[src/core/hsgg_pkg.sv]
package hsgg_pkg;

    // Register offsets
    localparam logic [7:0]  ADDR_GUARD      = 8'h09;
    localparam logic [7:0]  ADDR_TH_ONE     = 8'h0A;
    localparam logic [7:0]  ADDR_TH_TWO     = 8'h0B;
    localparam logic [7:0]  ADDR_CTRL       = 8'h0C;
    localparam logic [7:0]  ADDR_SEQ_FIRST  = 8'h0F;
    localparam logic [7:0]  ADDR_SEQ_LAST   = 8'h16;

    // Values after reset
    localparam logic [7:0]  RST_GUARD       = 8'h00;
    localparam logic [7:0]  RST_TH_ONE      = 8'h92;
    localparam logic [7:0]  RST_TH_TWO      = 8'h8D;
    localparam logic [7:0]  RST_CTRL        = 8'h00;
    localparam logic [7:0]  RD_UNMAPPED     = 8'h00;

    // Field positions
    localparam int          GUARD_EN_HI     = 7;
    localparam int          GUARD_EN_LO     = 6;
    localparam int          CUTOFF_HI       = 2;
    localparam int          CUTOFF_LO       = 0;
    localparam int          GO_BIT          = 0;

    // Guard level enable codes
    localparam logic [1:0]  GUARD_OFF       = 2'h0;
    localparam logic [1:0]  GUARD_ONE       = 2'h1;
    localparam logic [1:0]  GUARD_BOTH      = 2'h2;

    // Undervoltage cutoff decode, millivolts
    localparam logic [11:0] CUTOFF_BASE_MV  = 12'h09C4;
    localparam logic [11:0] CUTOFF_STEP_MV  = 12'h0064;

    // Pin synchroniser depth and width
    localparam int          SYNC_STAGES     = 3;
    localparam int          SYNC_W          = 21;

    typedef enum logic [1:0] {
        MODE_RTP  = 2'h0,
        MODE_SEQ  = 2'h1,
        MODE_DIAG = 2'h2,
        MODE_CAL  = 2'h3
    } hsgg_mode_t;

    typedef enum logic [1:0] {
        LIMIT_NONE = 2'h0,
        LIMIT_ONE  = 2'h1,
        LIMIT_TWO  = 2'h2
    } hsgg_limit_t;

    typedef enum logic [2:0] {
        ST_IDLE = 3'b001,
        ST_RUN  = 3'b010,
        ST_STBY = 3'b100
    } hsgg_state_t;

    typedef struct packed {
        logic       start;
        logic       abort;
        logic       seq_play;
        hsgg_mode_t kind;
    } hsgg_cmd_t;

endpackage

[src/core/hsgg_sync.sv]
module hsgg_sync
    import hsgg_pkg::*;
#(
    parameter int W = SYNC_W
) (
    // Clock and reset
    input  wire logic         clk,
    input  wire logic         rst,
    // Data
    input  wire logic [W-1:0] d_in,
    output logic      [W-1:0] d_out
);

    genvar i;
    generate
        for (i = 0; i < W; i++) begin : g_bit
            logic [SYNC_STAGES-1:0] stage_ff;
            logic                   out_ff;
            logic                   nxt_out;

            // Change accepted once the second and third stages agree
            always_comb begin
                nxt_out = (stage_ff[1] == stage_ff[2]) ? stage_ff[2] : out_ff;
            end

            always_ff @(posedge clk or posedge rst) begin
                if (rst) begin
                    stage_ff <= '0;
                    out_ff   <= 1'b0;
                end else begin
                    stage_ff <= {stage_ff[SYNC_STAGES-2:0], d_in[i]};
                    out_ff   <= nxt_out;
                end
            end

            assign d_out[i] = out_ff;
        end
    endgenerate

endmodule

[src/core/hsgg_supply_guard.sv]
module hsgg_supply_guard
    import hsgg_pkg::*;
(
    // Clock and reset
    input  wire logic        clk,
    input  wire logic        rst,
    // Control
    input  wire logic        sample,
    input  wire logic [1:0]  level_en,
    input  wire logic [7:0]  th_one,
    input  wire logic [7:0]  th_two,
    input  wire logic [7:0]  vdd_lvl,
    // Result
    output hsgg_limit_t      limit
);

    hsgg_limit_t limit_ff;
    hsgg_limit_t nxt_limit;

    // Supply is looked at only when an effect starts
    always_comb begin
        nxt_limit = limit_ff;
        if (sample) begin
            nxt_limit = LIMIT_NONE;
            if ((level_en == GUARD_BOTH) && (vdd_lvl < th_two)) begin
                nxt_limit = LIMIT_TWO;
            end else if (((level_en == GUARD_ONE) || (level_en == GUARD_BOTH)) && (vdd_lvl < th_one)) begin
                nxt_limit = LIMIT_ONE;
            end
        end
    end

    always_ff @(posedge clk or posedge rst) begin
        if (rst) begin
            limit_ff <= LIMIT_NONE;
        end else begin
            limit_ff <= nxt_limit;
        end
    end

    assign limit = limit_ff;
endmodule

[src/core/hsgg_ctrl.sv]
// Notes on behaviour
// - Bits 7-6 of the guard register enable the supply guard: 0 off, 1 first level only, 2 both levels.
// - Bits 2-0 of the guard register pick an undervoltage cutoff of 2.5 V plus 0.1 V per code step.
// - Supply below the selected cutoff turns the output stage off at once and enters standby.
// - An eight-bit first threshold, reset 146, applies the first overdrive limit when supply is below it.
// - An eight-bit second threshold, reset 141, applies the second overdrive limit when supply is below it.
// - Supply is compared only at the start of an effect and the chosen limit holds for that effect.
// - Setting the go bit, bit 0 at process_launch_control, starts the process that the mode selects.
// - In sequencer mode the go bit starts playback of the slots at 0x0F through 0x16 as a software trigger.
// - The go bit reads one while the process runs and clears itself when it completes.
// - Clearing the go bit during playback aborts the running process at once.
// - An external trigger sets the go bit and launches the process as a host write of one would.
// - The go bit can launch sequencer playback, calibration or diagnostics as chosen by mode.
module hsgg_ctrl
    import hsgg_pkg::*;
(
    // Clock and reset
    input  wire logic        CLK,
    input  wire logic        SYS_RST,
    // Register port from the serial control interface
    input  wire logic [7:0]  REG_ADDR,
    input  wire logic [7:0]  REG_WDATA,
    input  wire logic        REG_WR,
    input  wire logic        REG_RD,
    output logic      [7:0]  REG_RDATA,
    // Supply monitor and trigger pins
    input  wire logic [11:0] VDD_MV,
    input  wire logic [7:0]  VDD_LVL,
    input  wire logic        EXT_TRIG,
    // Playback engine
    input  hsgg_mode_t       MODE,
    input  wire logic        PROC_DONE,
    output hsgg_cmd_t        PROC_CMD,
    output hsgg_limit_t      OD_LIMIT,
    // Power state
    output logic             OUT_STAGE_EN,
    output logic             STANDBY
);

    // Synchronised pins
    logic [SYNC_W-1:0] pin_raw;
    logic [SYNC_W-1:0] pin_s;
    logic [11:0]       vdd_mv_s;
    logic [7:0]        vdd_lvl_s;
    logic              trig_s;

    assign pin_raw = {EXT_TRIG, VDD_LVL, VDD_MV};
    assign vdd_mv_s  = pin_s[11:0];
    assign vdd_lvl_s = pin_s[19:12];
    assign trig_s    = pin_s[20];

    hsgg_sync #(.W(SYNC_W)) u_sync (
        .clk   (CLK),
        .rst   (SYS_RST),
        .d_in  (pin_raw),
        .d_out (pin_s)
    );

    // Register storage
    logic [7:0]  guard_ff;
    logic [7:0]  th_one_ff;
    logic [7:0]  th_two_ff;
    logic [7:1]  ctrl_rsv_ff;
    logic [7:0]  rdata_ff;
    logic        trig_q_ff;
    logic [7:0]  nxt_guard;
    logic [7:0]  nxt_th_one;
    logic [7:0]  nxt_th_two;
    logic [7:1]  nxt_ctrl_rsv;
    logic [7:0]  nxt_rdata;

    // Process control
    hsgg_state_t state_ff;
    hsgg_state_t nxt_state;
    hsgg_cmd_t   cmd_ff;
    hsgg_cmd_t   nxt_cmd;
    logic        out_en_ff;
    logic        nxt_out_en;

    // Decoded events
    logic        wr_ctrl;
    logic        go_wr_one;
    logic        go_wr_zero;
    logic        trig_rise;
    logic        launch;
    logic        go_bit;
    logic [11:0] cutoff_mv;
    logic        under_volt;

    assign wr_ctrl    = REG_WR && (REG_ADDR == ADDR_CTRL);
    assign go_wr_one  = wr_ctrl && REG_WDATA[GO_BIT];
    assign go_wr_zero = wr_ctrl && !REG_WDATA[GO_BIT];
    assign trig_rise  = trig_s && !trig_q_ff;
    assign launch     = go_wr_one || trig_rise;
    assign go_bit     = (state_ff == ST_RUN);

    // Cutoff in millivolts from the three-bit select
    assign cutoff_mv  = CUTOFF_BASE_MV
                      + 12'(CUTOFF_STEP_MV * {9'h000, guard_ff[CUTOFF_HI:CUTOFF_LO]});
    assign under_volt = (vdd_mv_s < cutoff_mv);

    // Register writes and read data
    always_comb begin
        nxt_guard    = guard_ff;
        nxt_th_one   = th_one_ff;
        nxt_th_two   = th_two_ff;
        nxt_ctrl_rsv = ctrl_rsv_ff;
        nxt_rdata    = rdata_ff;
        if (REG_WR) begin
            case (REG_ADDR)
                ADDR_GUARD:  nxt_guard    = REG_WDATA;
                ADDR_TH_ONE: nxt_th_one   = REG_WDATA;
                ADDR_TH_TWO: nxt_th_two   = REG_WDATA;
                ADDR_CTRL:   nxt_ctrl_rsv = REG_WDATA[7:1];
                default:     nxt_guard    = guard_ff;
            endcase
        end
        if (REG_RD) begin
            case (REG_ADDR)
                ADDR_GUARD:  nxt_rdata = guard_ff;
                ADDR_TH_ONE: nxt_rdata = th_one_ff;
                ADDR_TH_TWO: nxt_rdata = th_two_ff;
                ADDR_CTRL:   nxt_rdata = {ctrl_rsv_ff, go_bit};
                default:     nxt_rdata = RD_UNMAPPED;
            endcase
        end
    end

    always_ff @(posedge CLK or posedge SYS_RST) begin
        if (SYS_RST) begin
            guard_ff    <= RST_GUARD;
            th_one_ff   <= RST_TH_ONE;
            th_two_ff   <= RST_TH_TWO;
            ctrl_rsv_ff <= RST_CTRL[7:1];
            rdata_ff    <= RD_UNMAPPED;
            trig_q_ff   <= 1'b0;
        end else begin
            guard_ff    <= nxt_guard;
            th_one_ff   <= nxt_th_one;
            th_two_ff   <= nxt_th_two;
            ctrl_rsv_ff <= nxt_ctrl_rsv;
            rdata_ff    <= nxt_rdata;
            trig_q_ff   <= trig_s;
        end
    end

    // Process sequencing; undervoltage outranks every request
    always_comb begin
        nxt_state  = state_ff;
        nxt_cmd    = '{start: 1'b0, abort: 1'b0, seq_play: 1'b0, kind: cmd_ff.kind};
        nxt_out_en = out_en_ff;
        case (state_ff)
            ST_IDLE: begin
                nxt_out_en = 1'b0;
                if (under_volt) begin
                    nxt_state = ST_STBY;
                end else if (launch) begin
                    nxt_state        = ST_RUN;
                    nxt_cmd.start    = 1'b1;
                    nxt_cmd.kind     = MODE;
                    nxt_cmd.seq_play = (MODE == MODE_SEQ);
                    nxt_out_en       = 1'b1;
                end
            end
            ST_RUN: begin
                // A second launch is ignored here, so the effect runs on untouched
                if (under_volt) begin
                    nxt_state     = ST_STBY;
                    nxt_cmd.abort = 1'b1;
                    nxt_out_en    = 1'b0;
                end else if (go_wr_zero) begin
                    nxt_state     = ST_IDLE;
                    nxt_cmd.abort = 1'b1;
                    nxt_out_en    = 1'b0;
                end else if (PROC_DONE) begin
                    nxt_state  = ST_IDLE;
                    nxt_out_en = 1'b0;
                end
            end
            ST_STBY: begin
                nxt_out_en = 1'b0;
                if (!under_volt) begin
                    nxt_state = ST_IDLE;
                end
            end
            default: begin
                nxt_state  = ST_IDLE;
                nxt_out_en = 1'b0;
            end
        endcase
    end

    always_ff @(posedge CLK or posedge SYS_RST) begin
        if (SYS_RST) begin
            state_ff  <= ST_IDLE;
            cmd_ff    <= '{start: 1'b0, abort: 1'b0, seq_play: 1'b0, kind: MODE_RTP};
            out_en_ff <= 1'b0;
        end else begin
            state_ff  <= nxt_state;
            cmd_ff    <= nxt_cmd;
            out_en_ff <= nxt_out_en;
        end
    end

    // Overdrive limit captured on each start
    hsgg_supply_guard u_guard (
        .clk      (CLK),
        .rst      (SYS_RST),
        .sample   (nxt_cmd.start),
        .level_en (guard_ff[GUARD_EN_HI:GUARD_EN_LO]),
        .th_one   (th_one_ff),
        .th_two   (th_two_ff),
        .vdd_lvl  (vdd_lvl_s),
        .limit    (OD_LIMIT)
    );

    assign REG_RDATA    = rdata_ff;
    assign PROC_CMD     = cmd_ff;
    assign OUT_STAGE_EN = out_en_ff;
    assign STANDBY      = (state_ff == ST_STBY);
endmodule

[config.mk]
export PLATFORM = sky130hd
export DESIGN_NAME = hsgg_ctrl
export DESIGN_NICKNAME = d
export VERILOG_FILES = /design/src/core/hsgg_pkg.sv /design/src/core/hsgg_sync.sv /design/src/core/hsgg_supply_guard.sv /design/src/core/hsgg_ctrl.sv
export SDC_FILE = /design/constraint.sdc
export NUM_CORES = 1
export LEC_CHECK = 0
export BUFFER_PORTS_ARGS = -buffer_cell sky130_fd_sc_hd__buf_2
export CORE_MARGIN = 10
export CORE_UTILIZATION = 39
export DETAILED_ROUTE_END_ITERATION = 6
export GPL_TIMING_DRIVEN = 1
export SLEW_MARGIN = 20
export SYNTH_ARGS = -nofsm -noshare
export SYNTH_HDL_FRONTEND = slang
export SYNTH_SLANG_ARGS = --single-unit
[constraint.sdc]
create_clock -name CLK -period 4.5 [get_ports CLK]
set_input_delay 0.675 -clock CLK [delete_from_list [all_inputs] [get_ports CLK]]
set_output_delay 0.675 -clock CLK [all_outputs]
set_load 0.01 [all_outputs]
* Word level (Yosys, flattened, before mapping)
Index checks and enable logic that the tools add are counted.
Storage, ports and cells: word-level logic and storage cells 134, output and inout bits 17, bits of input ports 44, bits in registers 135
Operators by class: $mul 1, order comparisons 3, reduce and logical (&&, ||, !) cells 16, bitwise logic cells 1, muxes and demuxes 23, add/subtract/negate cells 1, eq/ne operators 34
Operators with widths (number):
- $eq 8x4->1 const B | 4
- $pmux 8 s4 | 1
- $mux 3 | 9
- $eq 1x1->1 | 21
- $lt 8x8->1 | 2
- $add 12x10->12 const A | 1
- $lt 12x12->1 | 1
- $mux 1 | 10
- $pmux 3 s3 | 1
- $mul 5x3->8 const A | 1
- $reduce_and 2->1 | 4
- $logic_and 1x1->1 | 6
- $reduce_and 3->1 | 2
- $eq 2x1->1 const B | 2
- $ne 4x3->1 const B | 1
- $eq 3x1->1 const B | 1
- $eq 3x2->1 const B | 1
- $eq 3x3->1 const B | 1
- $ne 3x3->1 const B | 1
- $eq 2x2->1 const B | 1
- $logic_not 1->1 | 2
- $logic_or 1x1->1 | 2
- $mux 2 | 1
- $ne 2x2->1 const B | 1
- 2 further kinds | 2

* Longest topological paths before layout
depth in word-level cells 7, depth in mapped cells 14, mapped depth without buffers 14

* Cells and area by module
Synthesis repeated with hierarchy kept, for this count alone.
Second synthesis, totals: cell total of the unflattened synthesis 396, area total of the unflattened synthesis 5574.1 µm²
Modules (own cells, without submodules):
- hsgg_ctrl | area each 2612.5 µm², seq. area each 1236.2 µm², cells an instance 215, instances 1
- hsgg_sync | area each 2499.9 µm², seq. area each 2102.0 µm², cells an instance 127, instances 1
- hsgg_supply_guard | area each 461.7 µm², seq. area each 50.0 µm², cells an instance 54, instances 1

* Least setup slack after synthesis
No wires, ideal clock.
kind reg-to-reg, from register guard_ff[1], to register cmd_ff, in the netlist PROC_CMD[0], required time 4.375 ns, buffers on the path 0, clock period less this slack 2.971 ns, path slack 1.529 ns, arrival 2.846 ns, stages on the path, launching flop included 14, library setup time 0.125 ns, cell sequence dfrtp_1 > inv_1 > ha_1 > inv_1 > ha_1 > nor3_1 > nor2_1 > a21oi_1 > ha_1 > nand3_1 > a21boi_0 > nor3_1 > nor2_4 > mux2_2
Between the ends: word-level cells in the longest chain between the ends 5
RTL lines:
- start: declaration | RTL line hsgg_ctrl.sv:60 | logic [7:0] guard_ff;
- start signal: assignment | RTL line hsgg_ctrl.sv:138 | guard_ff <= nxt_guard;
- $mul 5x3->8 | RTL line hsgg_ctrl.sv:99 | + 12'(CUTOFF_STEP_MV * {9'h000, guard_ff[CUTOFF_HI:CUTOFF_LO]});
- $add 12x10->12 | RTL line hsgg_ctrl.sv:99
- $lt 12x12->1 | RTL line hsgg_ctrl.sv:100 | assign under_volt = (vdd_mv_s < cutoff_mv);
- $not 1->1 (no line)
- $reduce_and 3->1 (no line)
- end signal: assignment | RTL line hsgg_ctrl.sv:196 | cmd_ff <= '{start: 1'b0, abort: 1'b0, seq_play: 1'b0, kind: MODE_RTP};
- end signal: assignment | RTL line hsgg_ctrl.sv:200 | cmd_ff <= nxt_cmd;
- end: declaration | RTL line hsgg_ctrl.sv:75 | hsgg_cmd_t cmd_ff;
No other way between the ends. A chain may end at the register's enable or synchronous reset.

==> results.md <==
* Post-route minimum period at 3120 ps
* Fill cell total of the finished layout at approximately 1200
* Comb power frac at 0.096
* RSZ-0062 raised after global routing: no
* Worst IR Drop VDD at about 0.18 mV
* H-tree levels at 4
* NetSw at between 0.6 and 0.7 mW
* Post-synth cell types at 46
* Final setup TNS at 0 ps
* CTS Sinks at about 130
* Most frequent cells in the layout: dfrtp_1, buf_2, inv_1, ha_1, mux2_2
* WS Path Type: flop to flop
* First-pass GRT wire length at around 16000 um
* Largest net degree at the start of global routing at ~60
* Crit start category: flop
* Rel. slew slack at 0.458
* CTS tree: done
* Ratio of cells with drive above 1 in the final layout at 0.280
* DR pass1 iterations at 5
* Area grow syn2layout at 20.3%
* Crit path top cell by count: ha_1
* Synthesized area at around 5100 um2
* Sequential share of power at 0.461
* Crit path arrival time at 3420 ps
* Syn Nets at between 400 and 500
* Gate Count Post-Synth at about 370
* CORE AREA at roughly 13000 um2
* CTS buffer count at 17
* Pint at 2.14 mW
* Detailed Place HPWL at between 6000 and 7000 um
* Post-CTS Hold Buffers at 0
* Critical Path End Type: flop
* Fmax at about 320 MHz
* Tightest Hold Check Type: flop to flop
* Clock insertion delay at the later pin of the skew report at just over 400 ps
* Worst-path cell chain: inv_1 -> ha_1 -> inv_1 -> ha_1 -> xor2_1 -> nor3_1 -> nor2_1 -> a21oi_1 -> ha_1 -> nand4_1 -> a211oi_1 -> nor3_1 -> buf_4 -> nor2_4 -> mux2_2
* # rows at 41
* Post-route clock period utilization at 0.694
* Final-stage net count at a little over 500
* Die height at 134 um
* Initial Util at 0.399
* Multi-input gate area at 1710 um2
* Worst Hold Path Cells at 0
* Fin util at 0.480
* Pleak at about 2.8 nW
* Flops & latches, synth at 127
* Switch share at 0.234
* Max-slew violation count at 0
* Worst slew pin tran at ~810 ps
* DR vias at 3016
* Ys flop type: dfrtp_1
* DRC at 0
* R2r worst-path depth at 15
* Ys Warns at 0
* Initial antenna violation count at 0
* Critical path's largest stage delay at between 400 and 500 ps
* Post_cts resized at 0
* Clock tree root driver cell: clkbuf_16
* Status: finished clean
* Routed WL per cell at between 15 and 20 um
* Inserted Diodes at 0
* Setup Skew at 5.00 ps
* Antenna viol nets, final at 0
* Worst EP required at 4790 ps
* Total power at between 2 and 3 mW
* Port Buffer Count at 58
* Vias in the first global route at about 3300
* Ports at slightly above 60
* Tot GR Track Use at 0.114
* Syn_area_per_cell at between 10 and 15 um2
* Gpl congestion at 0.778
* Asr flop ratio synth at 1.00
* Pwr Density at about 460 nW/um2
* Sequential Area at approximately 3200 um2
* Remaining global-route overflow at 0
* Commonest non-fill, non-tap cell in the layout: dfrtp_1
* Vias per cell at 4.79
* Sequential fraction of the synthesis area at 0.630
* Worst-path fanout max at 7
* Final setup fails at 0
* Initial DRC Count at roughly 210
* Die width at roughly 130 um
* Detailed Route WL at 9510 um
* Die area at 17900 um2
* Clock transition at the registers of the reported paths at roughly 50 ps
* Fin. Hold Viols at 0
* CP max-delay cell: dfrtp_1
* Post-CTS setup repair buffer count at 0
* EDFF count, synth at 0
* Number of max-cap violations at 0
* Clock group share of total power at 0.443
* Clock Tree Buf Depth at 2
-- logic make-up (layout without fill, tap and decap cells) --
logic type      after synthesis  in the layout  synth area share
flops                       127            127             0.630
buf+inv                      39            123            0.0309
simple gates                 59             59            0.0703
mux                          35             35            0.0757
compound gates               60             60            0.0755
xor+xnor                      6              6            0.0104
fa+ha+maj                    47             47             0.107
-- synthesized netlist by cell type, drive strengths merged, types with 2 or more instances --
cell,count,area share
dfrtp,119,0.59
inv,31,0.023
ha,28,0.069
mux2,26,0.058
o21ai,22,0.022
maj3,19,0.038
nand2,18,0.013
mux2i,9,0.018
a22oi,8,0.012
dfstp,8,0.042
o22ai,8,0.0099
a21oi,5,0.0049
clkbuf,5,0.0037
nor2b,5,0.0062
nor3,5,0.0049
nor3b,5,0.0096
xnor2,5,0.0087
nand3,4,0.0040
nor2,4,0.0045
a211oi,3,0.0045
and3,3,0.0037
buf,3,0.0042
nand4,3,0.0037
o21a,3,0.0045
a2111oi,2,0.0035
nand2b,2,0.0025
nand3b,2,0.0030
o21bai,2,0.0030
or3,2,0.0027
or4b,2,0.0054
-- state kept, by name (all words and copies together) (netlist names) --
register,count
th_two_ff,8
trig_q_ff,1
PROC_CMD,5
state_ff,3
REG_RDATA,8
u_sync.g_bit.stage_ff,57
th_one_ff,8
ctrl_rsv_ff,7
guard_ff,8
u_sync.g_bit.out_ff,19
u_guard.limit,2
OUT_STAGE_EN,1
-- metrics by stage --
step	setup WS [ps]	instance area (um2)	hold slack, ps	cells
global route	1180	6080	346	629
global placement	1460	5550	332	598
finish	1380	6080	343	629
floorplan	454	5060	331	373
CTS	1360	6080	345	629
detailed placement	1370	5550	335	598
-- layout make-up --
class / instances / share of cell area
multi-input cells: 207 / 0.282
flip-flops and latches: 127 / 0.524
well taps: 172 / 0.0354
clock buffers: 23 / 0.0769
inverters: 31 / 0.0195
clock inverters: 8 / 0.0111
repair buffers: 61 / 0.0514
-- per-layer routing --
layer | routed length (um) | global-route usage | up-vias
li1 | - | - | 1463
met1 | 4490 | 0.144 | 1453
met2 | 4200 | 0.167 | 84
met3 | 605 | 0.0448 | 16
met4 | 210 | 0.0568 | 0
met5 | 0 | 0 | -
-- final timing paths --
check	start	end	slack, ps
setup / recovery	guard_ff[1]$_DFFE_PP0P_	u_guard.limit[0]$_DFFE_PP0P_	1380
hold / removal	u_sync.g_bit[18].stage_ff[0]$_DFF_PP0_	u_sync.g_bit[18].stage_ff[1]$_DFF_PP0_	340
setup reg to reg	guard_ff[1]$_DFFE_PP0P_	u_guard.limit[0]$_DFFE_PP0P_	1380
hold reg to reg	u_sync.g_bit[18].stage_ff[0]$_DFF_PP0_	u_sync.g_bit[18].stage_ff[1]$_DFF_PP0_	340
max in group asynchronous	SYS_RST	u_sync.g_bit[10].out_ff$_DFFE_PP0N_	3160
min in group asynchronous	SYS_RST	u_sync.g_bit[2].stage_ff[1]$_DFF_PP0_	390
-- critical path, delay by kind of cell, from the launching register on --
| family | cells | cell delay, ps |
|---|---|---|
| AOI/OAI and AO/OA | 2 | 260 |
| buffers and inverters | 3 | 320 |
| muxes | 1 | 370 |
| xor gates and xnor gates | 1 | 270 |
| and+or+nand+nor | 5 | 640 |
| adders and majority gates | 3 | 740 |
| DFF | 1 | 410 |
-- power by group through the flow --
stage | sequential, mW | combinational, mW | clock (mW)
global route | 1.30 | 0.310 | 1.33
global placement | 1.30 | 0.260 | 0
floorplan | 1.30 | 0.175 | 0
detailed placement | 1.31 | 0.273 | 0
finish | 1.29 | 0.268 | 1.24
CTS | 1.29 | 0.274 | 1.27
(Power assumes the default switching activity.)
